[src/design/ptmr_defs.svh]
// constants for the periodic timer block: offsets, field positions, resets
// assumes inclusion by bare name; holds definitions only
`ifndef PTMR_DEFS_SVH
`define PTMR_DEFS_SVH
`define PTMR_OFF_CTRL0 12'h000
`define PTMR_OFF_CTRL1 12'h004
`define PTMR_OFF_DUTY 12'h008
`define PTMR_OFF_PERIOD 12'h00c
`define PTMR_OFF_STATUS 12'h010
`define PTMR_OFF_COUNT 12'h014
`define PTMR_CTRL0_EN_BIT 3
`define PTMR_C1_MODE_HI 7
`define PTMR_C1_MODE_LO 6
`define PTMR_C1_PIN_HI 5
`define PTMR_C1_PIN_LO 4
`define PTMR_C1_ACT_BIT 3
`define PTMR_C1_INV_BIT 2
`define PTMR_C1_CSRC_BIT 1
`define PTMR_C1_CCLR_BIT 0
`define PTMR_ST_A_BIT 0
`define PTMR_ST_P_BIT 1
`define PTMR_RST_CTRL1 8'h00
`define PTMR_RST_CMP 10'h000
`endif

[src/design/ptmr_pkg.sv]
// types shared by the periodic timer block
// assumes ptmr_defs.svh is compiled alongside
package ptmr_pkg;
  typedef enum logic [1:0] {
    PTMR_MODE_CMP = 2'b00,
    PTMR_MODE_CAP = 2'b01,
    PTMR_MODE_PWM = 2'b10,
    PTMR_MODE_TMR = 2'b11
  } ptmr_mode_t;
  typedef enum logic [1:0] {
    PTMR_AXI_OKAY = 2'b00,
    PTMR_AXI_SLVERR = 2'b10
  } ptmr_resp_t;
endpackage

[src/design/ptmr_sync.sv]
// three-stage synchroniser for the two timer input pins
// assumes the pins are asynchronous to aclk
`timescale 1ns/100ps
module ptmr_sync #(
  parameter int WIDTH = 2
) (
  input wire logic aclk,
  input wire logic aresetn,
  input wire logic [WIDTH-1:0] pin_in,
  output logic [WIDTH-1:0] level_out,
  output logic [WIDTH-1:0] rise_out,
  output logic [WIDTH-1:0] fall_out
);
  logic [WIDTH-1:0] s1_reg;
  logic [WIDTH-1:0] s2_reg;
  logic [WIDTH-1:0] s3_reg;

  // a change counts once stage two and three agree
  genvar i;
  generate
    for (i = 0; i < WIDTH; i++) begin : g_bit
      always_ff @(posedge aclk) begin
        if (!aresetn) begin
          s1_reg[i] <= 1'b0;
          s2_reg[i] <= 1'b0;
          s3_reg[i] <= 1'b0;
          level_out[i] <= 1'b0;
        end else begin
          s1_reg[i] <= pin_in[i];
          s2_reg[i] <= s1_reg[i];
          s3_reg[i] <= s2_reg[i];
          if (s2_reg[i] == s3_reg[i]) begin
            level_out[i] <= s3_reg[i];
          end
        end
      end
      assign rise_out[i] = (s2_reg[i] == s3_reg[i]) & s3_reg[i] &
                           ~level_out[i];
      assign fall_out[i] = (s2_reg[i] == s3_reg[i]) & ~s3_reg[i] &
                           level_out[i];
    end
  endgenerate
endmodule

[src/design/ptmr_top.sv]
// periodic timer: compare, timer, pwm, single pulse and capture modes
// assumes an AXI4-Lite master and a one-cycle timer clock enable
//
// The implementer's own choices: register access over AXI4-Lite and the register offsets.
`timescale 1ns/100ps
`include "ptmr_defs.svh"
module ptmr_top #(
  parameter int CW = 10
) (
  input wire logic aclk,
  input wire logic aresetn,
  input wire logic tick_en,
  input wire logic capture_input_pin,
  input wire logic clock_trigger_pin,
  output logic waveform_output_pin,
  output logic waveform_output_oe,
  input wire logic [11:0] s_axi_awaddr,
  input wire logic s_axi_awvalid,
  output logic s_axi_awready,
  input wire logic [31:0] s_axi_wdata,
  input wire logic [3:0] s_axi_wstrb,
  input wire logic s_axi_wvalid,
  output logic s_axi_wready,
  output logic [1:0] s_axi_bresp,
  output logic s_axi_bvalid,
  input wire logic s_axi_bready,
  input wire logic [11:0] s_axi_araddr,
  input wire logic s_axi_arvalid,
  output logic s_axi_arready,
  output logic [31:0] s_axi_rdata,
  output logic [1:0] s_axi_rresp,
  output logic s_axi_rvalid,
  input wire logic s_axi_rready
);
  // control state
  logic timer_enable_bit_reg;
  logic en_prev_reg;
  logic [7:0] timer_control_one_reg;
  logic [CW-1:0] duty_capture_compare_reg;
  logic [CW-1:0] period_compare_reg;
  logic [CW-1:0] count_reg;
  logic comparator_a_flag_reg;
  logic comparator_p_flag_reg;
  logic pin_level_reg;
  // bus state
  logic aw_hold_reg;
  logic w_hold_reg;
  logic [11:0] awaddr_reg;
  logic [31:0] wdata_reg;
  logic [3:0] wstrb_reg;

  // field decode
  wire [1:0] mode_code = timer_control_one_reg[`PTMR_C1_MODE_HI:
                                               `PTMR_C1_MODE_LO];
  wire [1:0] pin_function_field = timer_control_one_reg[`PTMR_C1_PIN_HI:
                                                        `PTMR_C1_PIN_LO];
  wire active_level_bit = timer_control_one_reg[`PTMR_C1_ACT_BIT];
  wire pin_inversion_bit = timer_control_one_reg[`PTMR_C1_INV_BIT];
  wire capture_source_bit = timer_control_one_reg[`PTMR_C1_CSRC_BIT];
  wire clear_select_bit = timer_control_one_reg[`PTMR_C1_CCLR_BIT];
  wire is_cmp = (mode_code == ptmr_pkg::PTMR_MODE_CMP);
  wire is_tmr = (mode_code == ptmr_pkg::PTMR_MODE_TMR);
  wire is_cap = (mode_code == ptmr_pkg::PTMR_MODE_CAP);
  wire is_pw = (mode_code == ptmr_pkg::PTMR_MODE_PWM);
  wire is_pulse = is_pw & (pin_function_field == 2'b11);
  wire is_pwm = is_pw & ~is_pulse;

  // pin synchroniser and edge detection
  wire [1:0] pin_level;
  wire [1:0] pin_rise;
  wire [1:0] pin_fall;
  ptmr_sync #(
    .WIDTH(2)
  ) u_sync (
    .aclk(aclk),
    .aresetn(aresetn),
    .pin_in({clock_trigger_pin, capture_input_pin}),
    .level_out(pin_level),
    .rise_out(pin_rise),
    .fall_out(pin_fall)
  );

  // capture source and edge selection; pin direction is irrelevant
  wire cap_rise = capture_source_bit ? pin_rise[1] : pin_rise[0];
  wire cap_fall = capture_source_bit ? pin_fall[1] : pin_fall[0];
  wire cap_edge = (pin_function_field == 2'b00) ? cap_rise :
                  (pin_function_field == 2'b01) ? cap_fall :
                  (pin_function_field == 2'b10) ? (cap_rise | cap_fall) :
                  1'b0;
  wire cap_hit = is_cap & timer_enable_bit_reg & tick_en & cap_edge;
  // trigger pin sets enable in single pulse mode (rising edge taken)
  wire trig_hit = is_pulse & ~timer_enable_bit_reg & pin_rise[1];

  // comparators; period 0 matches at full wrap
  wire running = timer_enable_bit_reg & en_prev_reg;
  wire match_a = running & tick_en & (count_reg == duty_capture_compare_reg);
  wire p_zero = (period_compare_reg == '0);
  // match one count early so a period of p spans exactly p counts;
  // p = 0 wraps to all-ones and gives the full 2**CW count cycle
  wire [CW-1:0] p_last = period_compare_reg - 1'b1;
  wire match_p = running & tick_en & (count_reg == p_last);
  // which matches clear the counter in each mode
  wire clr_a = (is_cmp | is_tmr) & clear_select_bit;
  wire clr_p = ((is_cmp | is_tmr) & ~clear_select_bit) |
               is_pwm | is_cap;
  wire set_a = match_a & ~is_cap;
  wire set_p = match_p & ~is_pulse & ~clr_a;
  wire cap_p_flag = match_p & is_cap;

  // pulse end: A match clears enable
  wire pulse_end = is_pulse & match_a;

  // pwm waveform: active while count below duty
  wire duty_full = (duty_capture_compare_reg >= period_compare_reg) &
                   ~p_zero;
  wire pwm_active = duty_full | (count_reg < duty_capture_compare_reg);
  wire pwm_raw = (pin_function_field == 2'b00) ? 1'b0 :
                 (pin_function_field == 2'b01) ? 1'b1 :
                 (pin_function_field == 2'b10) ? pwm_active :
                 timer_enable_bit_reg;
  wire pwm_level = (pwm_raw ? active_level_bit : ~active_level_bit) ^
                   pin_inversion_bit;

  // compare output action on A flag
  wire [1:0] pf = pin_function_field;
  wire cmp_next = (pf == 2'b01) ? 1'b0 :
                  (pf == 2'b10) ? 1'b1 :
                  (pf == 2'b11) ? ~pin_level_reg : pin_level_reg;
  wire en_rise = timer_enable_bit_reg & ~en_prev_reg;

  // bus write decode
  wire wr_go = aw_hold_reg & w_hold_reg & ~s_axi_bvalid;
  wire wr_ctrl0 = wr_go & (awaddr_reg == `PTMR_OFF_CTRL0) & wstrb_reg[0];
  wire wr_ctrl1 = wr_go & (awaddr_reg == `PTMR_OFF_CTRL1) & wstrb_reg[0];
  wire wr_duty = wr_go & (awaddr_reg == `PTMR_OFF_DUTY);
  wire wr_per = wr_go & (awaddr_reg == `PTMR_OFF_PERIOD);
  wire wr_stat = wr_go & (awaddr_reg == `PTMR_OFF_STATUS) & wstrb_reg[0];
  wire wr_ok = (awaddr_reg == `PTMR_OFF_CTRL0) |
               (awaddr_reg == `PTMR_OFF_CTRL1) |
               (awaddr_reg == `PTMR_OFF_DUTY) |
               (awaddr_reg == `PTMR_OFF_PERIOD) |
               (awaddr_reg == `PTMR_OFF_STATUS);
  wire [CW-1:0] wval = wdata_reg[CW-1:0];
  wire [CW-1:0] wmasked_duty = {
    wstrb_reg[1] ? wval[CW-1:8] : duty_capture_compare_reg[CW-1:8],
    wstrb_reg[0] ? wval[7:0] : duty_capture_compare_reg[7:0]};
  wire [CW-1:0] wmasked_per = {
    wstrb_reg[1] ? wval[CW-1:8] : period_compare_reg[CW-1:8],
    wstrb_reg[0] ? wval[7:0] : period_compare_reg[7:0]};

  // enable bit: software, trigger pin, and pulse end
  always_ff @(posedge aclk) begin
    if (!aresetn) begin
      timer_enable_bit_reg <= 1'b0;
      en_prev_reg <= 1'b0;
    end else begin
      en_prev_reg <= timer_enable_bit_reg;
      if (pulse_end) begin
        timer_enable_bit_reg <= 1'b0;
      end else if (wr_ctrl0) begin
        timer_enable_bit_reg <= wdata_reg[`PTMR_CTRL0_EN_BIT];
      end else if (trig_hit) begin
        timer_enable_bit_reg <= 1'b1;
      end
    end
  end

  // counter: zero on enable rise, hold while off
  always_ff @(posedge aclk) begin
    if (!aresetn) begin
      count_reg <= '0;
    end else if (en_rise) begin
      count_reg <= '0;
    end else if (running & tick_en) begin
      if ((match_a & clr_a) | (match_p & clr_p)) begin
        count_reg <= '0;
      end else begin
        count_reg <= count_reg + 1'b1;
      end
    end
  end

  // control, compare and capture registers
  always_ff @(posedge aclk) begin
    if (!aresetn) begin
      timer_control_one_reg <= `PTMR_RST_CTRL1;
      duty_capture_compare_reg <= `PTMR_RST_CMP;
      period_compare_reg <= `PTMR_RST_CMP;
    end else begin
      if (wr_ctrl1) begin
        timer_control_one_reg <= wdata_reg[7:0];
      end
      // hardware capture wins over a software write
      if (cap_hit) begin
        duty_capture_compare_reg <= count_reg;
      end else if (wr_duty) begin
        duty_capture_compare_reg <= wmasked_duty;
      end
      if (wr_per) begin
        period_compare_reg <= wmasked_per;
      end
    end
  end

  // sticky flags; set beats a write-one clear in the same cycle
  always_ff @(posedge aclk) begin
    if (!aresetn) begin
      comparator_a_flag_reg <= 1'b0;
      comparator_p_flag_reg <= 1'b0;
    end else begin
      comparator_a_flag_reg <= (set_a | cap_hit) | (comparator_a_flag_reg &
        ~(wr_stat & wdata_reg[`PTMR_ST_A_BIT]));
      comparator_p_flag_reg <= (set_p | cap_p_flag) | (comparator_p_flag_reg &
        ~(wr_stat & wdata_reg[`PTMR_ST_P_BIT]));
    end
  end

  // compare-mode pin level
  always_ff @(posedge aclk) begin
    if (!aresetn) begin
      pin_level_reg <= 1'b0;
    end else if (is_cmp & en_rise) begin
      pin_level_reg <= active_level_bit;
    end else if (is_cmp & set_a) begin
      pin_level_reg <= cmp_next;
    end
  end

  // output pin driver; timer mode and capture release the pin
  always_ff @(posedge aclk) begin
    if (!aresetn) begin
      waveform_output_pin <= 1'b0;
      waveform_output_oe <= 1'b0;
    end else begin
      waveform_output_oe <= is_cmp | is_pw;
      if (is_pw) begin
        waveform_output_pin <= pwm_level;
      end else begin
        waveform_output_pin <= pin_level_reg ^ pin_inversion_bit;
      end
    end
  end

  // write channel capture; address and data in either order
  always_ff @(posedge aclk) begin
    if (!aresetn) begin
      aw_hold_reg <= 1'b0;
      w_hold_reg <= 1'b0;
      awaddr_reg <= '0;
      wdata_reg <= '0;
      wstrb_reg <= '0;
      s_axi_bvalid <= 1'b0;
      s_axi_bresp <= ptmr_pkg::PTMR_AXI_OKAY;
    end else begin
      if (s_axi_awvalid & s_axi_awready) begin
        aw_hold_reg <= 1'b1;
        awaddr_reg <= {s_axi_awaddr[11:2], 2'b00};
      end
      if (s_axi_wvalid & s_axi_wready) begin
        w_hold_reg <= 1'b1;
        wdata_reg <= s_axi_wdata;
        wstrb_reg <= s_axi_wstrb;
      end
      if (wr_go) begin
        aw_hold_reg <= 1'b0;
        w_hold_reg <= 1'b0;
        s_axi_bvalid <= 1'b1;
        s_axi_bresp <= wr_ok ? ptmr_pkg::PTMR_AXI_OKAY :
                               ptmr_pkg::PTMR_AXI_SLVERR;
      end else if (s_axi_bvalid & s_axi_bready) begin
        s_axi_bvalid <= 1'b0;
      end
    end
  end

  // ready while nothing is held for that channel
  always_ff @(posedge aclk) begin
    if (!aresetn) begin
      s_axi_awready <= 1'b0;
      s_axi_wready <= 1'b0;
      s_axi_arready <= 1'b0;
    end else begin
      s_axi_awready <= ~aw_hold_reg & ~(s_axi_awvalid & s_axi_awready) &
                       ~s_axi_bvalid;
      s_axi_wready <= ~w_hold_reg & ~(s_axi_wvalid & s_axi_wready) &
                      ~s_axi_bvalid;
      s_axi_arready <= ~s_axi_rvalid & ~(s_axi_arvalid & s_axi_arready);
    end
  end

  // read decode
  wire [11:0] ra = {s_axi_araddr[11:2], 2'b00};
  wire [31:0] rd_ctrl0 = {28'h0000000, timer_enable_bit_reg, 3'b000};
  wire [31:0] rd_stat = {30'h00000000, comparator_p_flag_reg,
                         comparator_a_flag_reg};
  wire [31:0] rd_data =
    (ra == `PTMR_OFF_CTRL0) ? rd_ctrl0 :
    (ra == `PTMR_OFF_CTRL1) ? {24'h000000, timer_control_one_reg} :
    (ra == `PTMR_OFF_DUTY) ? {{(32-CW){1'b0}}, duty_capture_compare_reg} :
    (ra == `PTMR_OFF_PERIOD) ? {{(32-CW){1'b0}}, period_compare_reg} :
    (ra == `PTMR_OFF_STATUS) ? rd_stat :
    (ra == `PTMR_OFF_COUNT) ? {{(32-CW){1'b0}}, count_reg} : 32'h00000000;
  wire rd_ok = (ra <= `PTMR_OFF_COUNT);

  // read response, one cycle after the address is taken
  always_ff @(posedge aclk) begin
    if (!aresetn) begin
      s_axi_rvalid <= 1'b0;
      s_axi_rdata <= '0;
      s_axi_rresp <= ptmr_pkg::PTMR_AXI_OKAY;
    end else if (s_axi_arvalid & s_axi_arready) begin
      s_axi_rvalid <= 1'b1;
      s_axi_rdata <= rd_data;
      s_axi_rresp <= rd_ok ? ptmr_pkg::PTMR_AXI_OKAY :
                             ptmr_pkg::PTMR_AXI_SLVERR;
    end else if (s_axi_rvalid & s_axi_rready) begin
      s_axi_rvalid <= 1'b0;
    end
  end
endmodule

[config.mk]
export PLATFORM = sky130hd
export DESIGN_NAME = ptmr_top
export DESIGN_NICKNAME = d
export VERILOG_FILES = /design/src/design/ptmr_pkg.sv /design/src/design/ptmr_sync.sv /design/src/design/ptmr_top.sv
export VERILOG_INCLUDE_DIRS = /design/src /design/src/design
export SDC_FILE = /design/constraint.sdc
export NUM_CORES = 1
export LEC_CHECK = 0
export BUFFER_PORTS_ARGS = -buffer_cell sky130_fd_sc_hd__buf_2
export CORE_MARGIN = 3
export CORE_UTILIZATION = 55
export DETAILED_ROUTE_END_ITERATION = 10
export PLACE_DENSITY = 0.79
export SLEW_MARGIN = 20
export SYNTH_ARGS = -nofsm -noshare
export SYNTH_HDL_FRONTEND = slang
export SYNTH_SLANG_ARGS = --single-unit
[constraint.sdc]
create_clock -name aclk -period 3 [get_ports aclk]
set_clock_uncertainty 0.05 [all_clocks]
set_input_delay 0.6 -clock aclk [delete_from_list [all_inputs] [get_ports aclk]]
set_output_delay 0.6 -clock aclk [all_outputs]
set_load 0.005 [all_outputs]
# Word-level counts from Yosys, hierarchy flattened
# Cells that the tools add are included.
# totals
ff_bits	118
in_bits	70
out_inout_bits	43
elab_cells	209
# classes
n_addsub	2
magnitude_cmp	3
eq_ne	19
mux	34
bitwise	96
n_reduce_logical	21
# op_table
operator	n
2-to-1 mux 10 bit	9
bitwise AND 1 bit	56
equality test 10 x 2 -> 1 bit, second input constant	4
equality test 10 x 3 -> 1 bit, second input constant	3
logical NOT 12 bit	2
NOT 1 bit	23
2-to-1 mux 1 bit	21
equality test 10 x 1 -> 1 bit, second input constant	2
equality test 10 bit	2
OR 1 bit	15
nonzero test 2 bit	7
less-or-equal comparator 12 x 5 -> 1 bit, second input constant	1
adder 10 x 1 -> 10 bit, second input constant	1
greater-or-equal comparator 10 bit	1
logical NOT 10 bit	1
less-than comparator 10 bit	1
AND reduction 2 bit	5
subtractor 10 x 1 -> 10 bit, second input constant	1
equality test 2 bit, second input constant	4
2-to-1 mux 8 bit	1
2-to-1 mux 2 bit	3
OR reduction 2 bit	3
equality test 2 x 1 -> 1 bit, second input constant	2
logical NOT 2 bit	2
3 further kinds	5

# Logic depth before layout (Yosys ltp)
# Gate-level depths: netlist of run 1.
# depth
depth_word	11
mapped_depth	10
depth_no_buf	9

# Hierarchy
# From an unflattened synthesis of run 1, not the netlist that was laid out.
# hier_totals
hier_cells	613
area_unflattened_um2	5168.7
# modules_own_cells
module	n_inst	cells_each	area_each_um2	seq_area_each_um2
ptmr_top	1	583	4848.4	1721.7
ptmr_sync	1	30	320.3	160.2

# Least setup slack after synthesis of run 1
# OpenSTA, ideal clock, no wires.
# synth_timing
path_kind	input port to flip-flop
startpoint	in s_axi_araddr[6]
endpoint	reg s_axi_rdata[3]
setup_time_ns	0.059
arrival_time_ns	2.218
required_ns	2.891
path_slack_ns	0.673
stages	7
n_path_buf	0
cell_sequence	or4_1 -> nor3_1 -> nand2_1 -> o2bb2ai_1 -> a21oi_1 -> o31ai_1 -> and2_1
# synth_between
elab_chain_cells	7
word_cells_on_any_way	12
classes_between	5 x eq/ne; 6 x mux; 1 x reduce/logical
# synth_rtl
element	line	rtl
start: declaration	ptmr_top.sv:27	input wire logic [11:0] s_axi_araddr,
equality test 10 x 3 -> 1 bit (no line)	n/a	
2-to-1 mux 10 bit	ptmr_top.sv:302	(ra == `PTMR_OFF_COUNT) ? {{(32-CW){1'b0}}, count_reg} : 32'h00000000;
2-to-1 mux 10 bit	ptmr_top.sv:301	(ra == `PTMR_OFF_STATUS) ? rd_stat :
2-to-1 mux 10 bit	ptmr_top.sv:300	(ra == `PTMR_OFF_PERIOD) ? {{(32-CW){1'b0}}, period_compare_reg} :
2-to-1 mux 10 bit	ptmr_top.sv:299	(ra == `PTMR_OFF_DUTY) ? {{(32-CW){1'b0}}, duty_capture_compare_reg} :
2-to-1 mux 10 bit	ptmr_top.sv:298	(ra == `PTMR_OFF_CTRL1) ? {24'h000000, timer_control_one_reg} :
2-to-1 mux 10 bit (*)	ptmr_top.sv:297	(ra == `PTMR_OFF_CTRL0) ? rd_ctrl0 :
end signal: assignment	ptmr_top.sv:313	s_axi_rdata <= rd_data;
end: declaration	ptmr_top.sv:30	output logic [31:0] s_axi_rdata,
# Mark *: on every way between the ends. The rest lies on a longest branch, timed or not.
# A chain may end at the register's enable or synchronous reset.

# Final worst setup path of run 1
# layout_timing
startpoint	reg period_compare_reg[0]
endpoint	reg count_reg[8]
# layout_between
elab_chain_cells	6
# layout_rtl
element	line	rtl
start: declaration	ptmr_top.sv:40	logic [CW-1:0] period_compare_reg;
start signal: assignment	ptmr_top.sv:188	period_compare_reg <= `PTMR_RST_CMP;
start signal: assignment	ptmr_top.sv:200	period_compare_reg <= wmasked_per;
subtractor 10 x 1 -> 10 bit	ptmr_top.sv:100	wire [CW-1:0] p_last = period_compare_reg - 1'b1;
equality test 10 bit	ptmr_top.sv:101	wire match_p = running & tick_en & (count_reg == p_last);
bitwise AND 1 bit	ptmr_top.sv:101	
bitwise AND 1 bit	ptmr_top.sv:175	if ((match_a & clr_a) | (match_p & clr_p)) begin
OR 1 bit	ptmr_top.sv:175	
2-to-1 mux 10 bit	ptmr_top.sv:175	
end signal: assignment	ptmr_top.sv:178	count_reg <= count_reg + 1'b1;
end: declaration	ptmr_top.sv:41	logic [CW-1:0] count_reg;
# Every way passes these cells.

==> reports/results.tsv, run 1 <==
stage	metric	value	unit
status	outcome	complete, no violations	
yosys	synth_top_cells_by_area	dfxtp_1 (36%), ha_1 (6.9%), nand2_1 (6.3%), mux2i_1 (5.3%), a21boi_0 (3.6%)	
cts	hold_buffers	0	
yosys	yosys_warnings	0	
yosys	syn_avg_cell_area	8.28	sq um
yosys	synth_seq_cells	94	
die	fp.dieH	104	um
finish	multi_input_area	3020	sq um
critical_path	r2r_end	count_reg[8]	
critical_path	path_max_fanout	10	
sta	final_hold_viol_count	0	
worst_hold_path	min_path_type	in2reg	
die	core	9280	sq um
die	rows	35	
sta	period_needed	2.57	ns
sta	setup_viol	0	
routing	antenna_left	0	
critical_path	critPathRequiredTime	3.19	ns
critical_path	end_kind	flip-flop	
cts	cts_max_level	3	
yosys	syn_area	5270	sq um
yosys	yosysMostFrequentCell	dfxtp_1	
critical_path	rrSetupSlack	0.43	ns
yosys	syn_inst	636	
yosys	async_reset_ff_share	0	%
yosys	synth_common_cells	dfxtp_1 (94), nand2_1 (89), nor2_1 (39)	
cts	clock_latency	0.36	ns
routing	viasPerCell	5.47	
critical_path	reg2regPathDepth	8	
worst_hold_path	hold_end	u_sync.s1_reg[0]	
yosys	seq_area_frac_synth	35.7	%
routing	wire_per_inst	15.1	um
global_routing	grt_start_max_net_pins	72	
power	ir_worst_vdd	0.230	mV
global_routing	grt_pass1_wl	20.7	mm
place	io_buffer_count	60	
routing	drc_errors	0	
yosys	synth_cell_type_count	51	
place	placed_cell_area	5580	sq um
worst_hold_path	holdCritStartpoint	capture_input_pin	
finish	fill_cells	870	
finish	fin_area	5750	sq um
cts	clockBufferDepth	2	
cts	post_cts_buffers	0	
sta	rsz0062_at_grt	no	
yosys	synth.top_cell.area_share	35.7	%
sta	tightest_slew	0.785	ns
global_routing	gr-total-overflow	0	
cts	cts_buffers	9	
power	swShare	24.9	%
finish	seqCellArea	1880	sq um
finish	nets	783	
yosys	synth_edf_count	0	
routing	drt_iter0_markers	234	
critical_path	crit_arrival	2.76	ns
sta	slew_viol_final	0	
power	p_seq_share	58.7	%
routing	wl	12.3	mm
critical_path	crit_type	reg2reg	
cts	clk_pin_slew	0.09	ns
place	dp_hpwl	9.31	mm
yosys	synth_largest_area_cell	dfxtp_1	
sta	finalCritPeriodShare	85.8	%
run	max_cap_viol_count	0	
sta	max_freq	0.389	GHz
place	place_congestion	0.913	
die	io_pins	113	
worst_hold_path	whs_path_depth	2	
critical_path	r2r-start	period_compare_reg[0]	
cts	clock-sinks	94	
die	die_area	10800	sq um
global_routing	grt_usage	23.3	%
power	power_switching	0.000550	W
finish	drive_gt1_share	13.4	%
finish	syn_to_final_growth	9.21	%
critical_path	start_kind	flip-flop	
power	comb_power_share	6.3	%
sta	fin_setup_tns	0	ns
global_routing	grt_pass1_vias	4219	
sta	slew_headroom	47.2	%
cts	cts_root_buffer	clkbuf_8	
power	power_density	384	nW/um^2
global_routing	antenna_found_initial	0	
die	initial_core_util	56.8	%
power	p_leak	2.31	nW
die	fp.dieW	104	um
cts	post_cts_resized	0	
cts	cts_tree	yes	
power	clockPowerShare	35.0	%
power	p_int	0.00166	W
finish	antenna_cells	0	
routing	drtPass1Iterations	5	
yosys	synthFlopType	dfxtp_1	
routing	num_vias	4473	
## critical path: stages, from the launching register on
cell	delay, ns
dfxtp_1	0.48
inv_1	0.08
ha_1	0.31
xnor2_1	0.16
a211oi_1	0.24
a41oi_1	0.07
a2111o_1	0.49
o31ai_4	0.47
nor2_1	0.11
## final cells by class
cell class / instances / area share, %
clock buffer: 11 / 2.46
clock inverter: 4 / 0.565
inverter: 35 / 2.28
multi-input combinational: 473 / 52.5
sequential: 94 / 32.7
tap: 129 / 2.80
timing repair buffer: 71 / 6.65
## logic make-up after synthesis
family | Yosys count | share of synthesized area, %
simple gates | 247 | 23.3
compound gates | 124 | 16.6
flops | 94 | 35.7
buf+inv | 92 | 8.55
fa+ha+maj | 29 | 6.89
mux | 29 | 5.53
xor+xnor | 20 | 3.32
other cells | 1 | 0.0712
## through the flow
step	util, %	setup WS [ns]	std cells	hold WS (ns)	total power [W]
2_1_floorplan	-	0.673	659	0.362	0.00143
3_3_place_gp	60.1	0.450	802	0.366	0.00146
3_5_place_dp	60.1	0.402	802	0.369	0.00146
4_1_cts	62.0	0.437	817	0.374	0.00223
5_1_grt	62.0	0.213	817	0.373	0.00231
6_report	62.0	0.427	817	0.387	0.00221
## layer usage
metal,share of wire (%),up-vias,global-route usage (%),wire length (um)
li1,-,2225,-,-
met1,47,2069,31.7,5760
met5,0,-,0,0
met2,45,159,37.5,5510
met3,6.1,20,4.03,755
met4,2.2,0,8.07,269
## power groups by stage
stage,logic (W),clock network (W),registers (W)
3_5_place_dp,0.000139,0,0.00133
2_1_floorplan,0.000112,0,0.00132
5_1_grt,0.000158,0.000853,0.00130
4_1_cts,0.000140,0.000790,0.00130
3_3_place_gp,0.000135,0,0.00132
6_report,0.000139,0.000774,0.00130
## worst max path at each step
stage | start | to | cells past startpoint
2_1_floorplan | s_axi_araddr[6] | s_axi_rdata[3] | 7
3_3_place_gp | s_axi_araddr[6] | s_axi_rdata[0] | 7
3_5_place_dp | s_axi_araddr[6] | s_axi_rdata[0] | 7
4_1_cts | period_compare_reg[0] | count_reg[8] | 8
5_1_grt | period_compare_reg[0] | count_reg[8] | 8
6_report | period_compare_reg[0] | count_reg[8] | 8
## cells in the final DEF (no fill, tap or decap), drive strengths merged, types with 9 or more instances in the layout
| master | n |
|---|---|
| o211ai | 14 |
| clkbuf | 11 |
| o21ai | 20 |
| dfxtp | 94 |
| nand2 | 90 |
| nor2b | 27 |
| nand2b | 10 |
| conb | 24 |
| buf | 71 |
| a21boi | 25 |
| a21oi | 25 |
| inv | 36 |
| mux2i | 28 |
| xor2 | 11 |
| nor3 | 21 |
| xnor2 | 9 |
| ha | 29 |
| o211a | 10 |
| nor2 | 41 |
| and2 | 13 |
| nand3 | 11 |
Power figures use the tool's default switching activity.
==> inputs of run 2 (changes only) <==
--- a/config.mk
+++ b/config.mk
@@ -12,5 +12,5 @@
 export DETAILED_ROUTE_END_ITERATION = 10
 export PLACE_DENSITY = 0.79
-export SLEW_MARGIN = 20
+export SLEW_MARGIN = 0
 export SYNTH_ARGS = -nofsm -noshare
 export SYNTH_HDL_FRONTEND = slang
==> constraint.sdc (replaced) <==
create_clock -name aclk -period 3 [get_ports aclk]
set_clock_uncertainty 0.05 [all_clocks]
set_input_delay 0.3 -clock aclk [delete_from_list [all_inputs] [get_ports aclk]]
set_output_delay 0.3 -clock aclk [all_outputs]
set_load 0.005 [all_outputs]
==> run 2 against run 1 <==
Global-route usage up 0.45 points. Final cell count fell by 0.37%. Largest power group unchanged. Setup slack got worse by 0.15 ns. Flip-flop and latch count unchanged. Critical path depth stayed put. Fmax is 5.5% lower. Sequential share of layout area about the same. Combinational power barely moved. Count of clock-buffer cells in the layout is 2 lower. Design area down 0.11%. Utilization shrank 0.067 points.
==> reports/results.tsv, run 2 (synthesized netlist as in run 1, its figures left out) <==
stage	metric	value	unit	change
critical_path	critPathRequiredTime	3.18	ns	about the same
critical_path	slowest_delay	0.53	ns	+0.04 ns
sta	fin_setup_tns	0	ns	unchanged
global_routing	grt_pass1_vias	4265		+1.1%
critical_path	cpMaxStageDelayCell	dfxtp_1		
die	fp.dieH	104	um	unchanged
finish	final_common_cell	dfxtp_1		
global_routing	gr-total-overflow	0		unchanged
die	core	9280	sq um	unchanged
die	io_pins	113		unchanged
sta	setup_viol	0		unchanged
global_routing	grt_usage	23.8	%	+0.45 points
cts	cts_root_buffer	clkbuf_8		
place	io_buffer_count	60		unchanged
global_routing	antenna_found_initial	0		unchanged
critical_path	rrSetupSlack	0.28	ns	-0.15 ns
critical_path	crit_arrival	2.90	ns	+0.14 ns
critical_path	end_kind	flip-flop		
routing	antenna_left	0		unchanged
cts	cts_buffers	9		unchanged
place	place_congestion	0.985		+7.9%
sta	slew_viol_final	0		unchanged
finish	antenna_cells	0		unchanged
finish	fin_util	61.9	%	-0.067 points
power	ir_worst_vdd	0.245	mV	+6.7%
place	placed_cell_area	5550	sq um	-0.54%
routing	drtPass1Iterations	5		unchanged
cts	clock_latency	0.37	ns	about the same
critical_path	path_max_fanout	10		unchanged
sta	max_freq	0.367	GHz	-5.5%
sta	period_needed	2.72	ns	+0.149 ns
cts	clockBufferDepth	2		unchanged
finish	layout_common_cells	dfxtp_1 (94), nand2_1 (89), buf_2 (60), nor2_1 (39), inv_1 (35)		
routing	drc_errors	0		unchanged
cts	clock-sinks	94		unchanged
global_routing	grt_pass1_wl	21.0	mm	+1.7%
die	die_area	10800	sq um	unchanged
sta	hold_ws	0.0742	ns	-0.313 ns
routing	num_vias	4523		+1.1%
critical_path	start_kind	flip-flop		
sta	finalCritPeriodShare	90.7	%	+5.0 points
sta	slew_headroom	50.8	%	+3.7 points
critical_path	cp_num_buf_inv	1		unchanged
routing	drt_iter0_markers	263		+12%
finish	drive_gt1_share	13.1	%	-0.23 points
sta	rsz0062_at_grt	no		
cts	hold_buffers	0		unchanged
place	dp_hpwl	9.32	mm	about the same
run	max_cap_viol_count	0		unchanged
worst_hold_path	min_path_type	in2reg		
finish	nets	779		-0.51%
power	power	0.00227	W	+2.9%
cts	clk_pin_slew	0.11	ns	+0.02 ns
die	rows	35		unchanged
power	p_leak	2.30	nW	-0.32%
routing	wire_per_inst	15.4	um	+2.6%
status	outcome	complete, no violations		
critical_path	cp_top_family	compound AO/OA/AOI/OAI gates		
critical_path	crit_type	reg2reg		
finish	syn_to_final_growth	9.10	%	
cts	post_cts_buffers	0		unchanged
die	fp.dieW	104	um	unchanged
sta	final_hold_viol_count	0		unchanged
power	power_density	396	nW/um^2	+3.0%
global_routing	grt_start_max_net_pins	74		+2.8%
cts	post_cts_resized	0		unchanged
cts	cts_max_level	3		unchanged
routing	wl	12.6	mm	+2.2%
routing	viasPerCell	5.56		+1.5%
die	initial_core_util	56.8	%	unchanged
finish	fin_area	5750	sq um	-0.11%
cts	cts_tree	yes		
critical_path	cp_cell_sequence	inv_1 -> ha_1 -> xnor2_1 -> a211oi_1 -> a41oi_1 -> a2111o_1 -> o31ai_4 -> nor2_1		
sta	tightest_slew	0.731	ns	-0.0549 ns
[run 2: per-layer routing]
layer	vias to the layer above	GRT usage [%]	share of wire [%]
li1	2231	-	-
met1	2062	33.1	45
met2	198	35.8	42
met3	32	4.72	8.4
met4	0	10.4	3.8
met5	-	0	0
[run 2: layout make-up]
class | instances | area [sq um]
Tap cell | 129 | 161
Timing Repair Buffer | 67 | 353
Fill cell | 827 | 3540
Sequential cell | 94 | 1880
Inverter | 35 | 131
Clock buffer | 9 | 124
Clock inverter | 7 | 73.8
Multi-Input combinational cell | 473 | 3020
[run 2: final timing paths]
path                         startpoint               end  cells past startpoint
setup / recovery  period_compare_reg[0]      count_reg[8]                      8
hold / removal        capture_input_pin  u_sync.s1_reg[0]                      2
setup reg to reg  period_compare_reg[0]      count_reg[8]                      8
hold reg to reg            s_axi_rvalid     s_axi_arready                      1
[run 2: worst register-to-register path, stage by stage, from the launching register on]
cell	delay [ns]
dfxtp_1	0.53
inv_1	0.08
ha_1	0.31
xnor2_1	0.16
a211oi_1	0.26
a41oi_1	0.07
a2111o_1	0.51
o31ai_4	0.50
nor2_1	0.13
[run 2: power breakdown]
group          total, W  switching [W]  internal, W
Combinational  0.000138      0.0000787    0.0000594
Clock          0.000839       0.000511     0.000329
Sequential      0.00130      0.0000218      0.00127
Total           0.00227       0.000611      0.00166
[run 2: through the flow]
stage / setup slack (ns) / cells
floorplan: 0.698 / 659
global placement: 0.407 / 798
detailed placement: 0.350 / 798
CTS: 0.330 / 814
global route: 0.122 / 814
finish: 0.278 / 814
==> inputs of run 3 (changes only) <==
- MAX_ROUTING_LAYER: not set -> met4
==> run 3 against run 2 <==
Power is 0.70% lower. Global-route usage is 0.38 points higher. Combinational power hardly changed. Fmax is 5.0% higher. Sequential power hardly changed. Setup slack better by 0.13 ns. Critical path type unchanged. Largest cell class unchanged.
==> reports/results.tsv, run 3 (synthesized netlist as in run 1, its figures left out) <==
stage	metric	value	unit	change
cts	clockBufferDepth	2		unchanged
cts	cts_max_level	3		unchanged
die	initial_core_util	56.8	%	unchanged
power	ir_worst_vdd	0.315	mV	+28%
sta	fin_setup_tns	0	ns	unchanged
cts	post_cts_buffers	0		unchanged
routing	drt_iter0_markers	206		-22%
critical_path	end_kind	flip-flop		
sta	slew_viol_final	0		unchanged
finish	nets	783		+0.51%
routing	num_vias	4450		-1.6%
finish	final_common_cell	dfxtp_1		
cts	cts_buffers	9		unchanged
cts	clock-sinks	94		unchanged
power	power_density	391	nW/um^2	-1.2%
finish	syn_to_final_growth	9.69	%	
sta	period_needed	2.59	ns	-0.129 ns
place	io_buffer_count	60		unchanged
finish	layout_common_cells	dfxtp_1 (94), nand2_1 (89), buf_2 (60), nor2_1 (39), inv_1 (35)		
power	p_leak	2.33	nW	+1.1%
sta	slew_headroom	50.1	%	-0.79 points
die	die_area	10800	sq um	unchanged
global_routing	gr-total-overflow	0		unchanged
critical_path	crit_arrival	2.78	ns	-0.12 ns
global_routing	grt_pass1_vias	4316		+1.2%
run	max_cap_viol_count	0		unchanged
place	place_congestion	0.916		-7.0%
critical_path	start_kind	flip-flop		
finish	drive_gt1_share	13.6	%	+0.50 points
finish	fill_cells	846		+2.3%
finish	antenna_cells	0		unchanged
die	fp.dieH	104	um	unchanged
die	core	9280	sq um	unchanged
cts	cts_root_buffer	clkbuf_8		
global_routing	grt_usage	24.2	%	+0.38 points
critical_path	path_max_fanout	10		unchanged
routing	drc_errors	0		unchanged
routing	wl	12.1	mm	-3.4%
sta	tightest_slew	0.742	ns	+0.0117 ns
routing	drtPass1Iterations	4		-1
die	rows	35		unchanged
global_routing	antenna_found_initial	0		unchanged
cts	clk_pin_slew	0.10	ns	about the same
critical_path	crit_type	reg2reg		
sta	rsz0062_at_grt	no		
global_routing	grt_start_max_net_pins	72		-2.7%
place	dp_hpwl	9.47	mm	+1.6%
sta	max_freq	0.386	GHz	+5.0%
cts	post_cts_resized	0		unchanged
cts	hold_buffers	0		unchanged
routing	viasPerCell	5.44		-2.1%
die	fp.dieW	104	um	unchanged
sta	final_hold_viol_count	0		unchanged
finish	fin_util	62.3	%	+0.34 points
critical_path	critPathRequiredTime	3.19	ns	about the same
sta	finalCritPeriodShare	86.4	%	-4.3 points
global_routing	grt_pass1_wl	20.9	mm	-0.69%
cts	cts_tree	yes		
routing	antenna_left	0		unchanged
status	outcome	complete, no violations		
cts	clock_latency	0.36	ns	about the same
sta	setup_viol	0		unchanged
worst_hold_path	min_path_type	in2reg		
routing	wire_per_inst	14.8	um	-3.9%
die	io_pins	113		unchanged
==> run 3: path summary, 6_finish.rpt <==
kind	from	endpoint	slack, ns	depth (start not counted)
hold / removal	clock_trigger_pin	u_sync.s1_reg[1]	0.08	2
setup / recovery	period_compare_reg[0]	count_reg[0]	0.41	8
hold reg to reg	u_sync.s1_reg[0]	u_sync.s2_reg[0]	0.39	1
setup reg to reg	period_compare_reg[0]	count_reg[0]	0.41	8
==> run 3: worst max-delay path, stage by stage, from the launching register on <==
cell and delay [ns]:
dfxtp_1 0.48, inv_1 0.08, ha_1 0.31, xnor2_1 0.16, a211oi_1 0.24, a41oi_1 0.07
a2111o_1 0.49, o31ai_4 0.49, nor2_1 0.11
==> run 3: power by group <==
part / internal, W / total, W / switching, W
Sequential: 0.00127 / 0.00130 / 0.0000219
Combinational: 0.0000596 / 0.000138 / 0.0000788
Clock: 0.000330 / 0.000823 / 0.000493
==> run 3: per-layer routing <==
metal  share of wire [%]  vias up  track usage [%]
met3                 6.3       19             4.84
met4                 2.2        0             8.74
met5                   0        -                -
met2                  45      146             36.3
li1                    -     2238                -
met1                  46     2047             32.5
==> run 3: layout make-up <==
type / instances / area (sq um) / area share [%]
Multi-Input combinational cell: 473 / 3020 / 52.3
Sequential cell: 94 / 1880 / 32.6
Timing Repair Buffer: 71 / 383 / 6.62
Tap cell: 129 / 161 / 2.79
Inverter: 35 / 131 / 2.27
Clock buffer: 9 / 124 / 2.14
Clock inverter: 7 / 75.1 / 1.30
==> run 3: per-stage QoR <==
stage	instances	setup WS, ns	area, sq um	power, W	hold WS [ns]
5_1_grt	818	0.248	5780	0.00236	0.0983
4_1_cts	818	0.416	5780	0.00229	0.0677
3_5_place_dp	802	0.435	5580	0.00146	0.374
6_report	818	0.408	5780	0.00226	0.0826
2_1_floorplan	659	0.698	5360	0.00143	0.362
3_3_place_gp	802	0.472	5580	0.00146	0.365
